==> src/verilog/asu_pkg.sv <==
// package: register map, field positions and constants of the addressable serial unit
package asu_pkg;
  // register byte addresses on the avalon slave (word aligned)
  localparam logic [4:0] ADDR_RX_STATUS = 5'h00;   // receive_status_control
  localparam logic [4:0] ADDR_TX_STATUS = 5'h04;   // transmit_status_control
  localparam logic [4:0] ADDR_RX_DATA = 5'h08;     // receive_data_register
  localparam logic [4:0] ADDR_TX_HOLD = 5'h0c;     // transmit_holding_register
  localparam logic [4:0] ADDR_FLAGS = 5'h10;       // peripheral_flags_one
  localparam logic [4:0] ADDR_ENABLES = 5'h14;     // peripheral_enables_one
  localparam logic [4:0] ADDR_BAUD = 5'h18;        // baud_divisor
  localparam logic [4:0] ADDR_CORE = 5'h1c;        // core control: global enable, sleep
  // receive_status_control bits
  localparam int RS_PORT_EN = 7;
  localparam int RS_NINE = 6;
  localparam int RS_SINGLE = 5;
  localparam int RS_CONT = 4;
  localparam int RS_ADDR_DET = 3;
  localparam int RS_FRAMING = 2;
  localparam int RS_OVERRUN = 1;
  localparam int RS_NINTH = 0;
  // transmit_status_control bits
  localparam int TS_CLK_MASTER = 7;
  localparam int TS_NINE = 6;
  localparam int TS_TX_EN = 5;
  localparam int TS_SYNC = 4;
  localparam int TS_BAUD_HI = 2;
  localparam int TS_SHIFT_EMPTY = 1;
  localparam int TS_NINTH = 0;
  // flag / enable bit positions
  localparam int FL_RX = 5;
  localparam int FL_TX = 4;
  // core control bits
  localparam int CC_GLOBAL = 0;
  localparam int CC_PERIPH = 1;
  localparam int CC_SLEEP = 2;
  // reset values
  localparam logic [7:0] RS_RESET = 8'h00;
  localparam logic [7:0] TS_RESET = 8'h02;
  localparam logic [7:0] BYTE_ZERO = 8'h00;
  localparam logic [31:0] WORD_ZERO = 32'h0000_0000;
  // character lengths
  localparam logic [3:0] LEN_EIGHT = 4'h8;
  localparam logic [3:0] LEN_NINE = 4'h9;
  localparam logic [3:0] CNT_ZERO = 4'h0;
  localparam logic [3:0] CNT_ONE = 4'h1;
  // fifo depth
  localparam logic [1:0] FIFO_DEPTH = 2'h2;
endpackage

==> src/verilog/asu_core.sv <==
// file: synchronous-mode serial unit with avalon register slave
`timescale 1ns/1ps
module asu_core (
  input wire logic clk,                 // system clock, 20 MHz
  input wire logic rst,                 // sync reset, active high
  input wire logic [4:0] avs_address,   // byte address
  input wire logic avs_read,            // read request
  input wire logic avs_write,           // write request
  input wire logic [31:0] avs_writedata, // write data
  input wire logic [3:0] avs_byteenable, // byte lanes
  output logic [31:0] avs_readdata,     // read data
  output logic avs_waitrequest,         // stall
  input wire logic link_clk_i,          // clock line in
  output logic link_clk_o,              // clock line out
  output logic link_clk_oe_n,           // clock driver enable, low drives
  input wire logic link_dat_i,          // data line in
  output logic link_dat_o,              // data line out
  output logic link_dat_oe_n,           // data driver enable, low drives
  output logic irq,                     // interrupt to processor
  output logic wake                     // wake request during sleep
);
  logic [7:0] rs_r, rs_nxt, ts_r, ts_nxt, en_r, en_nxt, baud_r, baud_nxt;
  logic [2:0] core_r, core_nxt;
  logic [8:0] hold_r, hold_nxt, tsr_r, tsr_nxt, rsr_r, rsr_nxt;
  logic hold_full_r, hold_full_nxt, tsr_busy_r, tsr_busy_nxt;
  logic [3:0] bits_r, bits_nxt;
  logic [7:0] div_r, div_nxt;
  logic mclk_r, mclk_nxt, ack_r, ack_nxt, dat_o_r, dat_o_nxt, clk_prev_r;
  logic [31:0] rdata_r, rdata_nxt;
  logic sclk, sdat, push, pop, flush;
  logic [8:0] head;
  logic [1:0] count;

  // the link runs on the system clock only: slave edges are found by oversampling the
  // synchronised clock line, so each link clock phase must last at least four clk cycles
  // (two synchroniser flops, the edge detector and the update of the shifter)

  //////////////////////////////////////////////////////////////////////////
  // link pin synchronisers
  // pins synchronised
  asu_sync u_sync_clk (.clk(clk), .rst(rst), .din(link_clk_i), .dout(sclk));
  asu_sync u_sync_dat (.clk(clk), .rst(rst), .din(link_dat_i), .dout(sdat));

  // the fifo takes the shifter's next value: the last bit lands in the same cycle as
  // the push, so the registered shifter would still miss it
  asu_rx_fifo u_fifo (
    .clk(clk), .rst(rst), .flush(flush), .push(push), .wdata(rsr_nxt),
    .pop(pop), .head(head), .count(count)
  );

  // character length in link clocks for the selected width
  function automatic logic [3:0] char_len(input logic nine);
    char_len = nine ? asu_pkg::LEN_NINE : asu_pkg::LEN_EIGHT;
  endfunction

  // register select on the full byte address
  function automatic logic hit(input logic [4:0] a, input logic [4:0] reg_a);
    hit = (a == reg_a);
  endfunction

  // mode decode
  logic port_on, sync_on, master, slave, rx_dir, sleeping, rx_run, tx_run;
  logic edge_lead, edge_trail, wr, rd;
  always_comb begin
    port_on = rs_r[asu_pkg::RS_PORT_EN];
    sync_on = ts_r[asu_pkg::TS_SYNC];
    master = port_on && sync_on && ts_r[asu_pkg::TS_CLK_MASTER];
    slave = port_on && sync_on && !ts_r[asu_pkg::TS_CLK_MASTER];
    rx_dir = rs_r[asu_pkg::RS_SINGLE] || rs_r[asu_pkg::RS_CONT];
    sleeping = core_r[asu_pkg::CC_SLEEP];
    // slave listens on either enable, single receive never stops it
    if (slave) begin
      rx_run = rx_dir;
    end else begin
      rx_run = master && rx_dir && !sleeping;
    end
    // after an overrun reception halts until the error is cleared
    rx_run = rx_run && !rs_r[asu_pkg::RS_OVERRUN];
    tx_run = ts_r[asu_pkg::TS_TX_EN] && !rx_dir && (slave || (master && !sleeping));
    // master edges come from its divider, slave edges from the synchronised line
    edge_lead = master ? (div_r == baud_r && !mclk_r) : (sclk && !clk_prev_r);
    edge_trail = master ? (div_r == baud_r && mclk_r) : (!sclk && clk_prev_r);
    // a request is taken only in its first cycle
    wr = avs_write && !ack_r;
    rd = avs_read && !ack_r;
  end

  //////////////////////////////////////////////////////////////////////////
  // next state for registers, shifters and bus answer
  always_comb begin
    rs_nxt = rs_r;
    ts_nxt = ts_r;
    en_nxt = en_r;
    baud_nxt = baud_r;
    core_nxt = core_r;
    hold_nxt = hold_r;
    hold_full_nxt = hold_full_r;
    tsr_nxt = tsr_r;
    tsr_busy_nxt = tsr_busy_r;
    rsr_nxt = rsr_r;
    bits_nxt = bits_r;
    div_nxt = div_r;
    mclk_nxt = mclk_r;
    dat_o_nxt = dat_o_r;
    push = 1'b0;
    pop = 1'b0;
    flush = 1'b0;
    ack_nxt = (avs_read || avs_write) && !ack_r;
    rdata_nxt = asu_pkg::WORD_ZERO;

    // register writes, low byte lane only
    // the upper lanes carry nothing, every register takes at most eight data bits
    if (wr && avs_byteenable[0]) begin
      if (hit(avs_address, asu_pkg::ADDR_RX_STATUS)) begin
        rs_nxt = {avs_writedata[7:3], rs_r[2:0]};
      end
      if (hit(avs_address, asu_pkg::ADDR_TX_STATUS)) begin
        ts_nxt = {avs_writedata[7:4], 1'b0, avs_writedata[2], ts_r[1], avs_writedata[0]};
      end
      if (hit(avs_address, asu_pkg::ADDR_ENABLES)) en_nxt = avs_writedata[7:0];
      if (hit(avs_address, asu_pkg::ADDR_BAUD)) baud_nxt = avs_writedata[7:0];
      if (hit(avs_address, asu_pkg::ADDR_CORE)) core_nxt = avs_writedata[2:0];
      if (hit(avs_address, asu_pkg::ADDR_TX_HOLD) && !hold_full_r) begin
        hold_nxt = {ts_r[asu_pkg::TS_NINTH], avs_writedata[7:0]};
        hold_full_nxt = 1'b1;
      end
    end

    // reads; data read pops the fifo
    // status bit 0 shows the ninth bit of the fifo head, not a stored copy
    if (rd) begin
      case (avs_address)
        asu_pkg::ADDR_RX_STATUS: rdata_nxt = {24'h00_0000, rs_r[7:1], head[8]};
        asu_pkg::ADDR_TX_STATUS: rdata_nxt = {24'h00_0000, ts_r};
        asu_pkg::ADDR_RX_DATA: begin
          rdata_nxt = {24'h00_0000, head[7:0]};
          pop = 1'b1;
        end
        asu_pkg::ADDR_FLAGS: rdata_nxt = {26'h000_0000, count != 2'h0, !hold_full_r, 4'h0};
        asu_pkg::ADDR_ENABLES: rdata_nxt = {24'h00_0000, en_r};
        asu_pkg::ADDR_BAUD: rdata_nxt = {24'h00_0000, baud_r};
        asu_pkg::ADDR_CORE: rdata_nxt = {29'h0000_0000, core_r};
        default: rdata_nxt = asu_pkg::WORD_ZERO;
      endcase
    end

    // master clock divider, halts when idle so the line rests low between characters
    if (master && (rx_run || tx_run && (tsr_busy_r || hold_full_r))) begin
      div_nxt = (div_r == baud_r) ? asu_pkg::BYTE_ZERO : div_r + 8'h01;
      if (div_r == baud_r) mclk_nxt = !mclk_r;
    end else begin
      div_nxt = asu_pkg::BYTE_ZERO;
      mclk_nxt = 1'b0;
    end

    // reload shifter, flag follows holding register
    if (tx_run && !tsr_busy_r && hold_full_r) begin
      tsr_nxt = hold_r;
      tsr_busy_nxt = 1'b1;
      hold_full_nxt = 1'b0;
      bits_nxt = asu_pkg::CNT_ZERO;
      // bit 0 goes out at once, before the far end's first edge
      dat_o_nxt = hold_r[0];
    end else if (tx_run && tsr_busy_r) begin
      // shifter steps on link clock edges, master and slave alike
      if (edge_trail) begin
        tsr_nxt = {1'b0, tsr_r[8:1]};
        bits_nxt = bits_r + asu_pkg::CNT_ONE;
        if (bits_r + asu_pkg::CNT_ONE == char_len(ts_r[asu_pkg::TS_NINE])) begin
          tsr_busy_nxt = 1'b0;
        end
      end
      if (edge_lead && bits_r != asu_pkg::CNT_ZERO) dat_o_nxt = tsr_r[0];
    end

    if (rx_run && edge_trail) begin
      rsr_nxt = {sdat, rsr_r[8:1]};
      bits_nxt = bits_r + asu_pkg::CNT_ONE;
      if (bits_r + asu_pkg::CNT_ONE == char_len(rs_r[asu_pkg::RS_NINE])) begin
        bits_nxt = asu_pkg::CNT_ZERO;
        if (!rs_r[asu_pkg::RS_NINE]) rsr_nxt = {1'b0, sdat, rsr_r[8:2]};
        // a full fifo keeps both characters; the new one is dropped
        // overrun when full
        if (count == asu_pkg::FIFO_DEPTH && !pop) begin
          rs_nxt[asu_pkg::RS_OVERRUN] = 1'b1;
        end else begin
          push = 1'b1;
        end
        if (master && !rs_r[asu_pkg::RS_CONT]) rs_nxt[asu_pkg::RS_SINGLE] = 1'b0;
      end
    end

    // partial character dropped when receive stops
    if (!rx_run && !tx_run) bits_nxt = asu_pkg::CNT_ZERO;

    // overrun cleared by continuous receive off
    if (!rs_nxt[asu_pkg::RS_CONT]) rs_nxt[asu_pkg::RS_OVERRUN] = 1'b0;

    // port disable clears overrun, holding register, shifter and fifo; control registers keep their values
    // queued and half-shifted characters are dropped as well
    if (!rs_nxt[asu_pkg::RS_PORT_EN]) begin
      rs_nxt[asu_pkg::RS_OVERRUN] = 1'b0;
      hold_full_nxt = 1'b0;
      tsr_busy_nxt = 1'b0;
      bits_nxt = asu_pkg::CNT_ZERO;
      flush = 1'b1;
      push = 1'b0;
    end

    // shift empty mirrors the shifter after this cycle's load or finish
    ts_nxt[asu_pkg::TS_SHIFT_EMPTY] = !tsr_busy_nxt;
  end

  //////////////////////////////////////////////////////////////////////////
  // register stage
  always_ff @(posedge clk) begin
    if (rst) begin
      rs_r <= asu_pkg::RS_RESET;
      ts_r <= asu_pkg::TS_RESET;
      en_r <= asu_pkg::BYTE_ZERO;
      baud_r <= asu_pkg::BYTE_ZERO;
      core_r <= 3'h0;
      hold_r <= 9'h000;
      hold_full_r <= 1'b0;
      tsr_r <= 9'h000;
      tsr_busy_r <= 1'b0;
      rsr_r <= 9'h000;
      bits_r <= asu_pkg::CNT_ZERO;
      div_r <= asu_pkg::BYTE_ZERO;
      mclk_r <= 1'b0;
      ack_r <= 1'b0;
      dat_o_r <= 1'b0;
      clk_prev_r <= 1'b0;
      rdata_r <= asu_pkg::WORD_ZERO;
    end else begin
      rs_r <= rs_nxt;
      ts_r <= ts_nxt;
      en_r <= en_nxt;
      baud_r <= baud_nxt;
      core_r <= core_nxt;
      hold_r <= hold_nxt;
      hold_full_r <= hold_full_nxt;
      tsr_r <= tsr_nxt;
      tsr_busy_r <= tsr_busy_nxt;
      rsr_r <= rsr_nxt;
      bits_r <= bits_nxt;
      div_r <= div_nxt;
      mclk_r <= mclk_nxt;
      ack_r <= ack_nxt;
      dat_o_r <= dat_o_nxt;
      clk_prev_r <= sclk;
      rdata_r <= rdata_nxt;
    end
  end

  //////////////////////////////////////////////////////////////////////////
  // outputs; flag levels come from fifo count and holding register state
  logic rx_flag, tx_flag, pend;
  always_comb begin
    // flags are levels: they clear by themselves when the cause goes away
    // receive flag while unread characters
    rx_flag = count != 2'h0;
    tx_flag = !hold_full_r;
    pend = (rx_flag && en_r[asu_pkg::FL_RX]) || (tx_flag && en_r[asu_pkg::FL_TX]
           && ts_r[asu_pkg::TS_TX_EN]);
    wake = sleeping && pend && core_r[asu_pkg::CC_PERIPH];
    irq = pend && core_r[asu_pkg::CC_PERIPH] && core_r[asu_pkg::CC_GLOBAL];
  end

  // one wait cycle per request; read data come from a flop
  assign avs_waitrequest = (avs_read || avs_write) && !ack_r;
  assign avs_readdata = rdata_r;
  assign link_clk_o = mclk_r;
  assign link_clk_oe_n = !master;
  assign link_dat_o = dat_o_r;
  assign link_dat_oe_n = !tx_run;
endmodule // asu_core

==> src/verilog/asu_rx_fifo.sv <==
// file: two-entry receive character fifo with registered head
`timescale 1ns/1ps
module asu_rx_fifo (
  input wire logic clk,          // system clock
  input wire logic rst,          // sync reset, active high
  input wire logic flush,        // drop all entries
  input wire logic push,         // store a character
  input wire logic [8:0] wdata,  // character to store
  input wire logic pop,          // drop head entry
  output logic [8:0] head,       // registered head character
  output logic [1:0] count       // entries held
);
  logic [8:0] mem_r [2];
  logic [8:0] mem_nxt [2];
  logic [1:0] count_r, count_nxt;
  logic [8:0] head_r, head_nxt;

  //////////////////////////////////////////////////////////////////////////
  // next state: push refused when full, pop and push may coincide
  always_comb begin
    logic do_push;
    do_push = push && (count_r != asu_pkg::FIFO_DEPTH || pop);
    mem_nxt = mem_r;
    count_nxt = count_r;
    if (flush) begin
      count_nxt = 2'h0;
    end else begin
      if (pop && count_r != 2'h0) begin
        mem_nxt[0] = mem_r[1];
        count_nxt = count_nxt - 2'h1;
      end
      if (do_push) begin
        mem_nxt[count_nxt[0]] = wdata;
        count_nxt = count_nxt + 2'h1;
      end
    end
    head_nxt = (count_nxt == 2'h0) ? 9'h000 : mem_nxt[0];
  end

  // register stage; head comes out of a flop
  always_ff @(posedge clk) begin
    if (rst) begin
      mem_r[0] <= 9'h000;
      mem_r[1] <= 9'h000;
      count_r <= 2'h0;
      head_r <= 9'h000;
    end else begin
      mem_r <= mem_nxt;
      count_r <= count_nxt;
      head_r <= head_nxt;
    end
  end

  assign head = head_r;
  assign count = count_r;
endmodule // asu_rx_fifo

==> src/verilog/asu_sync.sv <==
// file: two-flop synchroniser for link pins
`timescale 1ns/1ps
module asu_sync (
  input wire logic clk,      // system clock
  input wire logic rst,      // sync reset
  input wire logic din,      // asynchronous level
  output logic dout          // synchronised level
);
  logic meta_r, sync_r;

  // first flop feeds only the second
  always_ff @(posedge clk) begin
    if (rst) begin
      meta_r <= 1'b0;
      sync_r <= 1'b0;
    end else begin
      meta_r <= din;
      sync_r <= meta_r;
    end
  end

  assign dout = sync_r;
endmodule // asu_sync
==> config.mk <==
export PLATFORM = sky130hd
export DESIGN_NAME = asu_core
export DESIGN_NICKNAME = d
export VERILOG_FILES = /design/src/verilog/asu_pkg.sv /design/src/verilog/asu_core.sv /design/src/verilog/asu_rx_fifo.sv /design/src/verilog/asu_sync.sv
export SDC_FILE = /design/constraint.sdc
export NUM_CORES = 1
export LEC_CHECK = 0
export ABC_AREA = 1
export BUFFER_PORTS_ARGS = -buffer_cell sky130_fd_sc_hd__buf_2
export CAP_MARGIN = 5
export CORE_UTILIZATION = 30
export CTS_CLUSTER_SIZE = 14
export DETAILED_ROUTE_END_ITERATION = 7
export GPL_ROUTABILITY_DRIVEN = 0
export PLACE_DENSITY = 0.53
export SYNTH_ARGS = -nofsm -noshare
export SYNTH_HDL_FRONTEND = slang
export SYNTH_SLANG_ARGS = --single-unit
==> constraint.sdc <==
create_clock -name clk -period 2 [get_ports clk]
set_input_delay 0.2 -clock clk [delete_from_list [all_inputs] [get_ports clk]]
set_output_delay 0.2 -clock clk [all_outputs]
set_load 0.05 [all_outputs]
==> Word level (Yosys, flattened, before mapping) <==
Cells that the tools add are included.
{ "word_totals": {"ff_bits": 142, "output_inout_bits": 39, "wordCells": 188, "input_bits": 47} }
{ "op_classes": {"bitwise_logic": 5, "n_eq_ne": 12, "reduce_logical": 87, "magnitude_cmp": 2, "addsub": 4, "mux": 50} }
{ "op_table": {"columns": ["op", "n"], "rows": [
  ["two-way mux 9 bit", 9],
  ["one-hot mux 8 bit (7 select lines)", 1],
  ["logical AND 1 bit", 38],
  ["two-way mux 18 bit", 2],
  ["two-way mux 1 bit", 25],
  ["== test 5 bit (second input constant)", 4],
  ["two-way mux 4 bit", 5],
  ["AND reduction 2 bit", 10],
  ["bitwise mux 18 bit", 1],
  ["logical NOT 1 bit", 16],
  ["two-way mux 8 bit", 2],
  ["OR reduction 3 bit", 4],
  ["== test 5 x 4 -> 1 bit (second input constant)", 2],
  ["demux 9 bit (select 1 bit)", 1],
  ["adder 8 x 1 -> 8 bit (second input constant)", 1],
  ["== test 4 bit", 2],
  ["== test 8 bit", 1],
  ["two-way mux 2 bit", 4],
  ["nonzero test 2 bit", 4],
  ["logical OR 1 bit", 7],
  ["nonzero test 3 bit", 2],
  ["OR reduction 2 bit", 3],
  ["== test 5 x 3 -> 1 bit (second input constant)", 1],
  ["logical NOT 5 bit", 1],
  ["11 further kinds", 14]
]} }

==> Longest topological paths before layout <==
{ "logic_depth": {"depth_word": 14, "mapped_depth": 16} }

==> Modules after synthesis <==
From an unflattened synthesis, not the netlist that was laid out.
{ "unflattened": {"hier_cells": 823, "hier_area_um2": 5876.9} }
{ "by_module_without_submodules": {"columns": ["module", "cells_per_inst", "instances", "seq_area_each_um2", "area_per_inst_um2"], "rows": [
  ["asu_core", 595, 1, 1701.6, 4324.1],
  ["asu_rx_fifo", 216, 1, 580.6, 1442.6],
  ["asu_sync", 6, 2, 40.0, 55.1]
]} }

==> Worst setup path after synthesis <==
No wires, ideal clock.
{ "synth_timing": {"kind": "reg-to-reg", "from": "reg bits_r[0]", "to": "reg u_fifo.mem_r[10] in the netlist's numbering", "slack_ns": 0.012, "t_required_ns": 1.935, "arrival_ns": 1.923, "synth_period_minus_slack_ns": 1.988, "setup_time_ns": 0.065, "stages_incl_launch_ff": 13, "path_cell_list": "dfxtp_1 > inv_1 > ha_1 > nor2_1 > nand2_1 > nor2_4 > nand4_4 > buf_6 > o21bai_4 > nand2_4 > nand2_1 > nand2_1 > nor2_1"} }
{ "synth_between": {"elab_chain_len": 8} }
{ "synth_lines": {"columns": ["item", "line", "source"], "rows": [
  ["start, declared", "asu_core.sv:26", "logic [3:0] bits_r, bits_nxt;"],
  ["start signal, assigned", "asu_core.sv:228", "bits_r <= asu_pkg::CNT_ZERO;"],
  ["start signal, assigned", "asu_core.sv:246", "bits_r <= bits_nxt;"],
  ["adder 4 x 1 -> 4 bit (*)", "asu_core.sv:179", "if (bits_r + asu_pkg::CNT_ONE == char_len(rs_r[asu_pkg::RS_NINE])) begin"],
  ["== test 4 bit (*)", "asu_core.sv:179", null],
  ["two-way mux 1 bit", "asu_core.sv:179", null],
  ["two-way mux 1 bit", "asu_core.sv:176", "if (rx_run && edge_trail) begin"],
  ["two-way mux 1 bit", "asu_core.sv:201", "if (!rs_nxt[asu_pkg::RS_PORT_EN]) begin"],
  ["logical AND 1 bit", "asu_rx_fifo.sv:22", "do_push = push && (count_r != asu_pkg::FIFO_DEPTH || pop);"],
  ["two-way mux 18 bit (*)", "asu_rx_fifo.sv:32", "if (do_push) begin"],
  ["two-way mux 18 bit (*)", "asu_rx_fifo.sv:25", "if (flush) begin"],
  ["end signal, assigned", "asu_rx_fifo.sv:48", "mem_r <= mem_nxt;"],
  ["end, declared", "asu_rx_fifo.sv:13", "logic [8:0] mem_r [2];"]
]} }
Every way passes the cells marked *; elsewhere a longest branch is shown, timed or not.
A chain may end at the register's enable or synchronous reset.

==> Worst setup path after layout <==
{ "layout_timing": {"from": "reg rs_r[7]", "to": "reg u_fifo.mem_r[15] in the netlist's numbering"} }
{ "layout_between": {"elab_chain_len": 12} }
{ "layout_lines": {"columns": ["item", "line", "source"], "rows": [
  ["start, declared", "asu_core.sv:22", "logic [7:0] rs_r, rs_nxt, ts_r, ts_nxt, en_r, en_nxt, baud_r, baud_nxt;"],
  ["start signal, assigned", "asu_core.sv:218", "rs_r <= asu_pkg::RS_RESET;"],
  ["start signal, assigned", "asu_core.sv:236", "rs_r <= rs_nxt;"],
  ["logical AND 1 bit", "asu_core.sv:67, asu_core.sv:68", null],
  ["logical AND 1 bit", "asu_core.sv:67", "master = port_on && sync_on && ts_r[asu_pkg::TS_CLK_MASTER];"],
  ["logical AND 1 bit (2 in a row)", "asu_core.sv:75", "rx_run = master && rx_dir && !sleeping;"],
  ["two-way mux 1 bit", "asu_core.sv:72", "if (slave) begin"],
  ["logical AND 1 bit", "asu_core.sv:78", "rx_run = rx_run && !rs_r[asu_pkg::RS_OVERRUN];"],
  ["logical AND 1 bit", "asu_core.sv:176", null],
  ["two-way mux 1 bit", "asu_core.sv:176", null],
  ["two-way mux 1 bit", "asu_core.sv:201", null],
  ["logical AND 1 bit", "asu_rx_fifo.sv:22", null],
  ["two-way mux 18 bit", "asu_rx_fifo.sv:32", null],
  ["two-way mux 18 bit (*)", "asu_rx_fifo.sv:25", null]
]} }
Marked as above.

==> results.json <==
{
  "required_ns": 2.29,
  "synth_seq_cells": 118,
  "antenna_found_initial": 0,
  "design_area_mm2": 0.00731,
  "syn_area_mm2": 0.00557,
  "layout_setup_ws_ns": 0.00240,
  "clk_latency_ns": 0.42,
  "grt_first_pass_wirelength_um": 23200,
  "power_leakage_nw": 3.10,
  "crit_chain": "nand2_2 > inv_2 > buf_4 > o21ai_2 > nor3_2 > buf_4 > nand4_4 > buf_6 > o21bai_1 > nand3_1 > nand2_2 > nor2_1",
  "yosysUniqueCellTypes": 47,
  "rrSetupSlack_ns": 0.002,
  "die_x_um": 138,
  "nets": 936,
  "core_area_mm2": 0.0181,
  "rr_startpoint": "rs_r[7]",
  "final_cells": 1126,
  "grt_pass1_vias": 4519,
  "grt_max_degree": 29,
  "crit_fanout": 8,
  "worstSetupStartpointType": "register",
  "dr.pass1.iters": 7,
  "hold_viol": 0,
  "std_cell_rows": 49,
  "layout-drive-gt1-share": 0.252,
  "drt_iter0_markers": 331,
  "grt.overflow.total": 0,
  "h-tree-depth": 4,
  "crit_buf_inv": 4,
  "cts.reportedPaths.clkPinSlew_ns": 0.06,
  "avgSynthCellArea_um2": 7.23,
  "yosys_most_used_dff": "dfxtp_1",
  "drc": 14,
  "r2r_cells": 12,
  "tns_ns": 0,
  "hold_start": "rst",
  "port_buffers": 34,
  "cts_sinks": 118,
  "wl_per_cell_um": 12.9,
  "status": "complete, but fails checks",
  "vias": 5002,
  "track_usage": 0.156,
  "cp-end-kind": "register",
  "async_flop_share": 0,
  "worstPathArrival_ns": 2.29,
  "clock_path_buffers": 2,
  "cts_root_buffer": "clkbuf_16",
  "dp_slack_ns": -0.104,
  "cts_tree": "built",
  "area_growth_pct": 31.2,
  "ys_seq_area_frac": 0.424,
  "critPathMaxStageDelay_ns": 0.35,
  "failed_checks": "DRC",
  "period_minus_slack_ns": 2.00,
  "setup_viol": 0,
  "fill_cells": 1843,
  "mostFrequentLayoutCells": "nand2_1 (144), dfxtp_1 (110), nor2_1 (93)",
  "avgViaCountPerCell": 4.44,
  "hold_ws_ns": 0.0731,
  "dieArea_mm2": 0.0191,
  "drv_cap": 0,
  "ff_latch_area_mm2": 0.00237,
  "start_util": 0.308,
  "cp_top_family": "simple AND/OR/NAND/NOR gates",
  "hold_end": "ack_r",
  "drt_wl_total_um": 14500,
  "max_freq_mhz": 501,
  "place_inst": 1083,
  "pwr_density_cell_mw_per_mm2": 814,
  "hpwl_um": 10600,
  "multi_input_area_mm2": 0.00275,
  "yosys_warnings": 0,
  "vdd_drop_max_v": 0.000530,
  "die_y_um": 138,
  "rsz0062_at_grt": "true",
  "ant_nets": 0,
  "netlist_instances": 771,
  "finalCritPeriodShare": 0.999,
  "finClkSkew_ns": 0.0136,
  "synth_edf_count": 0,
  "diodes": 0,
  "slew_violations": 0,
  "crit_type": "reg2reg",
  "numCtsBuffers": 17,
  "slowest_stage": "dfxtp_1",
  "io_pins": 86,
  "hold_depth": 2,
  "reg2reg_to": "u_fifo.mem_r[15]",
  "final_common_cell": "nand2_1",
  "place_area_mm2": 0.00639,
  "hold_class": "in2reg"
}
==> metal layers <==
| metal | global-route usage | part of all wire | vias to the layer above |
|---|---|---|---|
| met1 | 0.207 | 0.50 | 2237 |
| met5 | 0 | 0 | - |
| met4 | 0.0509 | 0.011 | 0 |
| met2 | 0.246 | 0.46 | 75 |
| met3 | 0.0433 | 0.035 | 12 |
| li1 | - | - | 2678 |
==> worst register-to-register path: stages, from the launching register on <==
cell,delay [ns]
dfxtp_1,0.35
nand2_2,0.06
inv_2,0.05
buf_4,0.10
o21ai_2,0.06
nor3_2,0.24
buf_4,0.18
nand4_4,0.22
buf_6,0.21
o21bai_1,0.15
nand3_1,0.11
nand2_2,0.10
nor2_1,0.04
==> power by group <==
group	switching [mW]	internal (mW)	total (mW)	leakage [nW]
clock network	1.15	2.17	3.32	0.311
registers	0.00467	2.36	2.37	0.956
logic	0.212	0.0511	0.263	1.83
total	1.37	4.58	5.95	3.10
==> flip-flops by register name, summed over array words and instances (netlist names), 2 cells and up, named ones only <==
register and flops:
bits_r 4, core_r 3, rs_r 6, div_r 8, baud_r 8, rsr_r 9
u_fifo.mem_r 9, ts_r 7, hold_r 9, u_fifo.count 2, avs_readdata 8, en_r 8
u_fifo.head 9, tsr_r 9
==> synthesized netlist by cell type, types with 2 or more instances <==
cell      count  area share
nor3_2        2      0.0036
nor2_4        6       0.012
a221oi_1      3      0.0047
inv_2         8      0.0054
clkbuf_1     15       0.010
o21ai_0      75       0.067
buf_2         4      0.0036
o22ai_1       5      0.0056
buf_4        27       0.036
nor2_1      100       0.067
xnor2_1       7       0.011
buf_6         2      0.0040
a211oi_1      2      0.0027
nand2_1     157        0.11
o211ai_1      2      0.0027
o21ai_1       3      0.0027
dfxtp_1     118        0.42
a21oi_1      45       0.040
o21bai_1     10       0.013
nand4_1       4      0.0045
ha_1          5       0.011
nor2_2        6      0.0067
nand3_1      28       0.025
nor4_1        2      0.0022
nor3_1        3      0.0027
a31oi_1      12       0.013
inv_1        93       0.063
xor2_1        5      0.0079
a41oi_1       2      0.0031
o221ai_1      2      0.0031
nand3_2       2      0.0036
==> cell families (layout without fill, tap and decap cells) <==
kind of cell / after synthesis / after routing / synth area share
xor gates and xnor gates: 13 / 13 / 0.0218
adders and majority gates: 5 / 5 / 0.0112
DFF: 118 / 118 / 0.424
and+or+nand+nor: 316 / 317 / 0.247
other: 1 / 24 / 0.000673
AOI/OAI and AO/OA: 168 / 168 / 0.172
buffers and inverters: 150 / 252 / 0.123
==> final cells by class <==
class,count,area share
Clock buffer,19,0.0620
Clock inverter,13,0.0264
Inverter,102,0.0534
Multi-Input combinational cell,527,0.375
Sequential cell,118,0.325
Tap cell,229,0.0392
Timing Repair Buffer,118,0.119
==> repair_timing <==
| action | CTS | global route |
|---|---|---|
| gates resized for setup | 14 | 42 |
| endpoints found under the setup margin | 22 | 53 |
| hold endpoints to repair | 2 | 0 |
| setup buffers | 2 | 5 |
| pin swaps | 4 | 29 |
| gates cloned | 0 | 2 |
| hold buffers | 2 | 0 |
==> through the flow <==
stage          utilization  power (mW)
4_1_cts              0.394        6.01
3_5_place_dp         0.354        2.67
3_3_place_gp         0.354        2.67
5_1_grt              0.404        6.13
2_1_floorplan            -        2.63
6_report             0.404        5.95
==> worst max-delay path by stage <==
stage               from               end  slack (ns)  cells past startpoint
2_1_floorplan  bits_r[0]  u_fifo.mem_r[10]        0.01                     12
4_1_cts        bits_r[0]  u_fifo.mem_r[15]       0.002                     10
6_report         rs_r[7]  u_fifo.mem_r[15]       0.002                     12
5_1_grt          rs_r[7]  u_fifo.mem_r[15]       -0.14                     12
3_3_place_gp   bits_r[0]  u_fifo.mem_r[15]       -0.06                     11
3_5_place_dp   bits_r[0]  u_fifo.mem_r[15]       -0.10                     11
No activity file was read; power rests on OpenSTA's default activity.
